[src/rtl/cps_defs.vh]
/*
 constants for the camera two-wire pin steering block.
 assumes inclusion by bare name from the rtl files that need them.
*/
`ifndef CPS_DEFS_VH
`define CPS_DEFS_VH

// slave address base, eight-bit form with the read/write bit at bit 0
`define CPS_ADDR_BASE 8'h60
// position of the port select bit in the control byte
`define CPS_SEL_BIT 0
// reset value of the control byte, port a selected
`define CPS_CTRL_RST 8'h00
// bits per byte on the bus
`define CPS_BYTE_BITS 4'h8
// width of the synchroniser bundle
`define CPS_SYNC_W 5

`endif

[src/rtl/cps_sync2.v]
/*
 two flip-flop synchroniser for the pins of the steering block.
 assumes its inputs are asynchronous to mclk; the first stage feeds only the second.
*/
`timescale 1ns/1ns
`include "cps_defs.vh"

module cps_sync2
(
   input wire mclk,
   input wire arst_n,
   input wire [`CPS_SYNC_W-1:0] async_in,
   output reg [`CPS_SYNC_W-1:0] sync_out
);

reg [`CPS_SYNC_W-1:0] meta_q;

always @(posedge mclk or negedge arst_n)
begin
   if (!arst_n)
   begin
      meta_q <= {`CPS_SYNC_W{1'b1}};
      sync_out <= {`CPS_SYNC_W{1'b1}};
   end
   else
   begin
      meta_q <= async_in;
      sync_out <= meta_q;
   end
end

endmodule // cps_sync2

[src/rtl/cps_pin_steer.v]
/*
 two-wire slave pin front end: data in/out pins, drive monitor, camera clock steering,
 strap address and a one-byte control register written over the bus.
 assumes all pins are asynchronous to mclk and that the bus runs far slower than mclk.
*/
`timescale 1ns/1ns
`include "cps_defs.vh"

module cps_pin_steer
(
   input wire mclk,
   input wire arst_n,
   input wire bus_data_in,
   input wire bus_clock_in,
   input wire addr_strap_bit1,
   input wire addr_strap_bit2,
   input wire addr_strap_bit3,
   output reg bus_data_out_od,
   output reg bus_data_out_od_oe,
   output reg bus_data_drive_monitor,
   output reg cam_a_clock_out,
   output reg cam_b_clock_out
);

localparam [6:0] ST_IDLE = 7'h01;
localparam [6:0] ST_ADDR = 7'h02;
localparam [6:0] ST_AACK = 7'h04;
localparam [6:0] ST_WDAT = 7'h08;
localparam [6:0] ST_WACK = 7'h10;
localparam [6:0] ST_RDAT = 7'h20;
localparam [6:0] ST_RACK = 7'h40;

wire [`CPS_SYNC_W-1:0] pins_s;
wire sda_s;
wire scl_s;
reg sda_prev_q;
reg scl_prev_q;
wire scl_rise;
wire scl_fall;
wire start_cond;
wire stop_cond;
reg [6:0] st_q;
reg [6:0] st_d;
reg [3:0] cnt_q;
reg [3:0] cnt_d;
reg [7:0] sh_q;
reg [7:0] sh_d;
reg [7:0] tx_q;
reg [7:0] tx_d;
reg [7:0] ctrl_q;
reg [7:0] ctrl_d;
reg [7:0] pend_q;
reg [7:0] pend_d;
reg pend_vld_q;
reg pend_vld_d;
reg drive_d;
wire sel_b;
wire [7:0] own_addr;

// strap-weighted slave address, eight-bit form
function [7:0] slave_addr;
   input b3;
   input b2;
   input b1;
   begin
      slave_addr = `CPS_ADDR_BASE | {4'h0, b3, b2, b1, 1'b0};
   end
endfunction

cps_sync2 u_sync
(
   .mclk(mclk),
   .arst_n(arst_n),
   .async_in({addr_strap_bit3, addr_strap_bit2, addr_strap_bit1, bus_clock_in, bus_data_in}),
   .sync_out(pins_s)
);

assign sda_s = pins_s[0];
assign scl_s = pins_s[1];
assign scl_rise = scl_s & ~scl_prev_q;
assign scl_fall = ~scl_s & scl_prev_q;
assign start_cond = scl_s & scl_prev_q & sda_prev_q & ~sda_s;
assign stop_cond = scl_s & scl_prev_q & ~sda_prev_q & sda_s;
assign sel_b = ctrl_q[`CPS_SEL_BIT];
assign own_addr = slave_addr(pins_s[4], pins_s[3], pins_s[2]);

always @*
begin
   st_d = st_q;
   cnt_d = cnt_q;
   sh_d = sh_q;
   tx_d = tx_q;
   ctrl_d = ctrl_q;
   pend_d = pend_q;
   pend_vld_d = pend_vld_q;
   drive_d = bus_data_out_od_oe;
   if (stop_cond)
   begin
      st_d = ST_IDLE;
      drive_d = 1'b0;
      if (pend_vld_q)
      begin
         ctrl_d = pend_q;
         pend_vld_d = 1'b0;
      end
   end
   else if (start_cond)
   begin
      st_d = ST_ADDR;
      cnt_d = 4'h0;
      drive_d = 1'b0;
   end
   else
   begin
      case (st_q)
         ST_IDLE:
         begin
            drive_d = 1'b0;
         end
         ST_ADDR, ST_WDAT:
         begin
            if (scl_rise)
            begin
               sh_d = {sh_q[6:0], sda_s};
               cnt_d = cnt_q + 4'h1;
            end
            else if (scl_fall && cnt_q == `CPS_BYTE_BITS)
            begin
               cnt_d = 4'h0;
               if (st_q == ST_WDAT)
               begin
                  pend_d = sh_q;
                  pend_vld_d = 1'b1;
                  drive_d = 1'b1;
                  st_d = ST_WACK;
               end
               else if (sh_q[7:1] == own_addr[7:1])
               begin
                  drive_d = 1'b1;
                  st_d = ST_AACK;
               end
               else
               begin
                  st_d = ST_IDLE;
               end
            end
         end
         ST_AACK:
         begin
            if (scl_fall)
            begin
               if (sh_q[0])
               begin
                  tx_d = ctrl_q;
                  drive_d = ~ctrl_q[7];
                  st_d = ST_RDAT;
               end
               else
               begin
                  drive_d = 1'b0;
                  st_d = ST_WDAT;
               end
            end
         end
         ST_WACK:
         begin
            if (scl_fall)
            begin
               drive_d = 1'b0;
               st_d = ST_WDAT;
            end
         end
         ST_RDAT:
         begin
            if (scl_rise)
            begin
               cnt_d = cnt_q + 4'h1;
            end
            else if (scl_fall)
            begin
               if (cnt_q == `CPS_BYTE_BITS)
               begin
                  cnt_d = 4'h0;
                  drive_d = 1'b0;
                  st_d = ST_RACK;
               end
               else
               begin
                  tx_d = {tx_q[6:0], 1'b0};
                  drive_d = ~tx_q[6];
               end
            end
         end
         ST_RACK:
         begin
            if (scl_rise && sda_s)
            begin
               st_d = ST_IDLE;
            end
            else if (scl_fall)
            begin
               tx_d = ctrl_q;
               drive_d = ~ctrl_q[7];
               st_d = ST_RDAT;
            end
         end
         default:
         begin
            st_d = ST_IDLE;
            drive_d = 1'b0;
         end
      endcase
   end
end

always @(posedge mclk or negedge arst_n)
begin
   if (!arst_n)
   begin
      st_q <= ST_IDLE;
      cnt_q <= 4'h0;
      sh_q <= 8'h00;
      tx_q <= 8'h00;
      ctrl_q <= `CPS_CTRL_RST;
      pend_q <= 8'h00;
      pend_vld_q <= 1'b0;
      sda_prev_q <= 1'b1;
      scl_prev_q <= 1'b1;
      bus_data_out_od <= 1'b0;
      bus_data_out_od_oe <= 1'b0;
      bus_data_drive_monitor <= 1'b1;
      cam_a_clock_out <= 1'b1;
      cam_b_clock_out <= 1'b1;
   end
   else
   begin
      st_q <= st_d;
      cnt_q <= cnt_d;
      sh_q <= sh_d;
      tx_q <= tx_d;
      ctrl_q <= ctrl_d;
      pend_q <= pend_d;
      pend_vld_q <= pend_vld_d;
      sda_prev_q <= sda_s;
      scl_prev_q <= scl_s;
      bus_data_out_od <= 1'b0;
      bus_data_out_od_oe <= drive_d;
      bus_data_drive_monitor <= ~drive_d;
      cam_a_clock_out <= sel_b ? 1'b1 : scl_s;
      cam_b_clock_out <= sel_b ? scl_s : 1'b1;
   end
end

endmodule // cps_pin_steer

[config.mk]
export PLATFORM = sky130hd
export DESIGN_NAME = cps_pin_steer
export DESIGN_NICKNAME = d
export VERILOG_FILES = /design/src/rtl/cps_sync2.v /design/src/rtl/cps_pin_steer.v
export VERILOG_INCLUDE_DIRS = /design/src /design/src/rtl
export SDC_FILE = /design/constraint.sdc
export NUM_CORES = 1
export LEC_CHECK = 0
export BUFFER_PORTS_ARGS = -buffer_cell sky130_fd_sc_hd__buf_2
export CAP_MARGIN = 20
export CORE_ASPECT_RATIO = 0.75
export CORE_MARGIN = 4
export CORE_UTILIZATION = 60
export CTS_BUF_LIST = sky130_fd_sc_hd__clkbuf_8
export DETAILED_ROUTE_END_ITERATION = 6
export GPL_ROUTABILITY_DRIVEN = 0
export GPL_TIMING_DRIVEN = 0
export PLACE_DENSITY_LB_ADDON = 0.05
export SYNTH_ARGS = -nofsm -noshare
export SYNTH_HDL_FRONTEND = slang
export SYNTH_HIERARCHICAL = 1
export SYNTH_SLANG_ARGS = --single-unit
[constraint.sdc]
create_clock -name mclk -period 6.65 [get_ports mclk]
set_input_delay 0.3325 -clock mclk [delete_from_list [all_inputs] [get_ports mclk]]
set_output_delay 0.3325 -clock mclk [all_outputs]
set_load 0.005 [all_outputs]
Yosys cells after proc, flatten, opt, wreduce, memory -nomap -nowiden
Cells that the tools add are included.

word-level totals
  output and inout bits = 5
  word-level logic and storage cells = 131
  register bits after elaboration = 59
  input port bits = 7

operators by class
  muxes and demuxes = 53
  bitwise gates (word level) = 17
  reductions and logical operators = 15
  $add $sub $neg = 1
  eq/ne operators = 30

operators with widths
  kind                  number
  $mux W7               18
  $pmux W7 S6           1
  $ne A4 B4 Y1 const B  10
  $mux W4               6
  $mux W1               22
  $pmux W7 S3           1
  $ne A2 B2 Y1 const B  7
  $not A1 Y1            10
  $reduce_and A10 Y1    1
  $reduce_and A5 Y1     2
  $reduce_and A9 Y1     1
  $pmux W4 S2           1
  $and A1 B1 Y1         7
  $eq A7 B1 Y1 const B  1
  $eq A7 B2 Y1 const B  1
  $eq A7 B3 Y1 const B  1
  $eq A7 B4 Y1 const B  1
  $eq A7 B5 Y1 const B  1
  $eq A7 B6 Y1          1
  $eq A7 B6 Y1 const B  1
  $eq A7 B7 Y1 const B  1
  $mux W6               1
  $reduce_and A6 Y1     1
  $reduce_bool A2 Y1    3
  other kinds (13)      16

Depth between registers and ports, before layout
  word-level depth = 9
  mapped depth = 8
  gate-level depth less buffers = 7

Hierarchy
The synthesis kept the hierarchy.

by module, submodules not included
  module         area an instance (µm²)  cells an instance  instances  sequential area each (µm²)
  cps_pin_steer  2,623.8                 247                1          1,233.7
  cps_sync2      262.8                   10                 1          262.8

Worst setup path after synthesis
Ideal clock, no wire load.

  kind = reg-to-reg
  from = register u_sync.sync_out[1]
  to = register tx_q[1]
  clock period less this slack = 2.222 ns
  data arrival time = 2.097 ns
  slack = 4.428 ns
  stages on the path, launching flop included = 7
  data required time = 6.525 ns
  path buffers = 1
  cell sequence = dfstp_2 > ha_1 > clkbuf_1 > and4b_1 > a21oi_1 > o2111ai_1 > mux2_2

on the way
  cells in the longest elaborated chain, start to end = 5
  elaborated cells on any way between the ends = 17

RTL lines
  what                                            RTL line                                RTL
  start, declared                                 cps_sync2.v:13                          output reg [`CPS_SYNC_W-1:0] sync_out
  start signal, assigned                          cps_sync2.v:23                          sync_out <= {`CPS_SYNC_W{1'b1}};
  start signal, assigned                          cps_sync2.v:28                          sync_out <= meta_q;
  $and A1 B1 Y1                                   cps_pin_steer.v:82, cps_pin_steer.v:83
  $and A1 B1 Y1 (on tied branches) (2 in series)  cps_pin_steer.v:82, cps_pin_steer.v:83
  $not A1 Y1 (no line)                            -
  $reduce_and A10 Y1 (no line) (*)                -
  end signal, assigned                            cps_pin_steer.v:240                     tx_q <= tx_d;
  end, declared                                   cps_pin_steer.v:48                      reg [7:0] tx_q;

Mark *: on every way between the ends. The rest lies on a longest branch, timed or not.
A chain may end at the register's enable or synchronous reset.

Worst setup path after layout
  from = register st_q[2]
  to = register st_q[2]

on the way
  cells in the longest elaborated chain, start to end = 7
  elaborated cells on any way between the ends = 24

RTL lines
  what                    RTL line                                  RTL
  start, declared         cps_pin_steer.v:42                        reg [6:0] st_q;
  start signal, assigned  cps_pin_steer.v:237                       st_q <= st_d;
  $eq A7 B4 Y1            cps_pin_steer.v:115, cps_pin_steer.v:130
  $mux W5                 cps_pin_steer.v:130                       if (st_q == ST_WDAT)
  $mux W7                 cps_pin_steer.v:127                       else if (scl_fall && cnt_q == `CPS_BYTE_BITS)
  $mux W7                 cps_pin_steer.v:122                       if (scl_rise)
  $pmux W7 S6             cps_pin_steer.v:115                       case (st_q)
  $mux W7                 cps_pin_steer.v:107                       else if (start_cond)
  $mux W7                 cps_pin_steer.v:97                        if (stop_cond)

Parallel ways exist; a longest one is shown, timed or not. The select of a mux whose other input is x is not followed.

==> results.md <==
- Die area: 0.00600 mm^2
- Starting density of the core: 0.635
- Top_reg_cell synth: dfrtp_1
- Deepest clock path buffer count: 2
- Post-DP HPWL: 4070 um
- Hold buffer count at CTS: 1
- LEAKAGE: 1.53 nW
- Synth Area in Compound Gates: 0.0923
- Critical path, cell by cell: nor3_1 -> and3_1 -> clkbuf_1 -> nand2_1 -> o211ai_1 -> mux2_2
- Initial DRT Pass Iterations: 4
- Fin. max-slew vios: 0
- CP max stage delay: 0.57 ns
- Net Count, Synth: 270
- Overall power: 0.815 mW
- Vias in the first global route: 1897
- Max Freq: 0.365 GHz
- DRC: 0
- Initial drt markers: 179
- DIE HEIGHT: 68.1 um
- Cts repair resizes: 0
- Ant. Diodes: 0
- CTS tree: yes
- Total global-route track usage: 0.221
- Simple-gate share of the synthesized area: 0.173
- Final setup TNS: 0 ns
- Num rows: 21
- Crit path capture type: flop
- Synth Area in XOR/XNOR: 0.0212
- Yosys top cell by area: dfrtp_1
- Max capacitance violation total: 0
- Clock sinks: 59
- Count leader, synth: dfrtp_1
- Total gr overflow: 0
- Top cells by area, synth: dfrtp_1 37%, dfstp_2 15%, mux2_2 13%
- Post-CTS Setup Repair Bufs: 0
- Worst-margin pin slew: 0.787 ns
- Fin crit period: 2.74 ns
- Antenna violations before repair: 0
- Die W: 88.1 um
- Largest net degree at the start of global routing: 42
- Antenna viol nets, final: 0
- Worst ir drop on vdd: 208 uV
- Area post-placement: 0.00303 mm^2
- Fillers: 338
- Post-synthesis mux area share: 0.140
- Top-level I/O count: 12
- Share of the synthesized area in the top cell type: 0.373
- RSZ-0062 raised after global routing: false
- Crit path buffers/inverters: 1
- Ys async rst share: 1.00
- Post-synthesis register bit count: 59
- Finished Cell Area: 0.00327 mm^2
- Max stage delay cell, worst path: o211ai_1
- Area grow syn2layout: 13.1%
- I/O Buffers: 10
- Mean Syn Cell Area: 11.2 um^2
- Number of nets in the layout: 293
- EDFF count, synth: 0
- Syn Std Cell Area: 0.00289 mm^2
- Layout cells sized above 1: 0.309
- Vias per cell: 5.95
- Total detailed-routing wirelength: 5760 um
- Worst Path Arrival: 2.96 ns
- Fin crit share: 0.412
- Hold slack: 0.0907 ns
- # setup viols final: 0
- Family with the most delay on the worst path: simple AND/OR/NAND/NOR gates
- Total core area: 0.00455 mm^2
- Main combinational cell family by area after synthesis: simple AND/OR/NAND/NOR gates
- Worst hold path class: input pin to flop
- Num CTS Buffers: 9
- Status: finished, final reports clean
- CP max FO: 6
- Synth warn: 6
- Slew HR: 0.473
- Total vias in the final route: 2035
- Post-synthesis adder-cell area fraction: 0.0260
- Clock skew: 0.00834 ns
- CP Data Required Time: 6.87 ns
- Mapped Cells: 257
- First-pass GRT wire length: 9640 um
- Count of final hold-check violations: 0
- CTS Root Buffer Type: clkbuf_8
- CTS clock-pin slew for the worst setup and hold paths: 0.06 ns
- Distinct cells, synth: 51
- DR WL/cell: 16.8 um
- Most frequent cells after synthesis: 43 x dfrtp_1, 34 x mux2_2, 28 x nand2_1
- Sequential share of the synthesized area: 0.518
- CTS H-tree depth: 3
- Pwr Density: 250 mW/mm^2
- Worst-Skew Late Latency: 0.34 ns
- Critical path class: flop to flop
- CP startpoint kind: flop
==> through the flow <==
stage                     std cells   util  setup WS, ns
after floorplan                 257      -          4.43
after global placement          324  0.662          3.99
after detailed placement        325  0.666          4.04
after CTS                       342  0.718          3.97
after global routing            342  0.718          3.77
final                           342  0.718          3.91
==> per-layer routing <==
metal  wire [um]  share of wire  track usage  up-vias
met4          61          0.011       0.0566        0
met1        2810           0.49        0.317      998
met3         444          0.077       0.0903        8
li1            -              -            -      964
met5           0              0            0        -
met2        2450           0.42        0.313       65
==> registers in the layout, summed over array words and instances (netlist names) <==
signal                  cells
u_sync/meta_q               5
pend_vld_q                  1
st_q                        7
cnt_q                       4
scl_prev_q                  1
u_sync/sync_out             5
sh_q                        8
bus_data_drive_monitor      1
cam_a_clock_out             1
sda_prev_q                  1
bus_data_out_od_oe          1
tx_q                        7
ctrl_q                      8
pend_q                      8
cam_b_clock_out             1
==> report_power, final <==
group	leakage [nW]	switching [mW]	internal, mW
Sequential	0.768	0.0114	0.373
Combinational	0.645	0.0378	0.0262
Clock	0.117	0.138	0.229
Total	1.53	0.187	0.628
==> layout by cell type, fill, tap and decap left out, drive strengths merged, types with 2 or more instances in the layout <==
cell type / count
a211o: 2
a211oi: 2
a21o: 2
a21oi: 5
a31o: 2
a31oi: 3
and2: 2
and3: 4
and3b: 3
buf: 14
bufinv: 2
clkbuf: 20
dfrtp: 43
dfstp: 16
ha: 6
inv: 9
mux2: 34
mux2i: 2
nand2: 28
nand2b: 4
nand3: 5
nand3b: 3
nand4b: 2
nor2: 12
nor2b: 4
nor3: 8
nor4: 4
nor4b: 2
o211ai: 2
o21ai: 9
o31ai: 3
or2: 4
or4: 2
xor2: 6
==> path summary, 6_finish.rpt <==
check	start	endpoint	slack, ns	cells past startpoint
hold / removal	addr_strap_bit2	u_sync/meta_q[3]	0.09	1
min in group asynchronous	arst_n	st_q[3]	0.46	2
max in group asynchronous	arst_n	scl_prev_q	5.58	3
setup reg to reg	st_q[2]	st_q[2]	3.91	6
setup / recovery	st_q[2]	st_q[2]	3.91	6
hold reg to reg	u_sync/meta_q[2]	u_sync/sync_out[2]	0.36	0
==> area by class of cell <==
type                    count  area [um^2]  share of cell area
flip-flops and latches     59         1500               0.458
inverters                   8         30.0             0.00920
clock buffers              11          151              0.0464
well taps                  57         71.3              0.0218
clock inverters             5         76.3              0.0234
repair buffers             12         80.1              0.0245
plain buffers              12         51.3              0.0157
multi-input cells         178         1310               0.401
==> cell families (layout without fill, tap and decap cells) <==
logic type / count (synthesis) / in the layout
buf+inv: 20 / 48
fa+ha+maj: 6 / 6
other cells: 1 / 1
flops: 59 / 59
xor+xnor: 7 / 7
mux: 36 / 36
simple gates: 91 / 91
compound gates: 37 / 37
No activity file was read; power rests on OpenSTA's default activity.
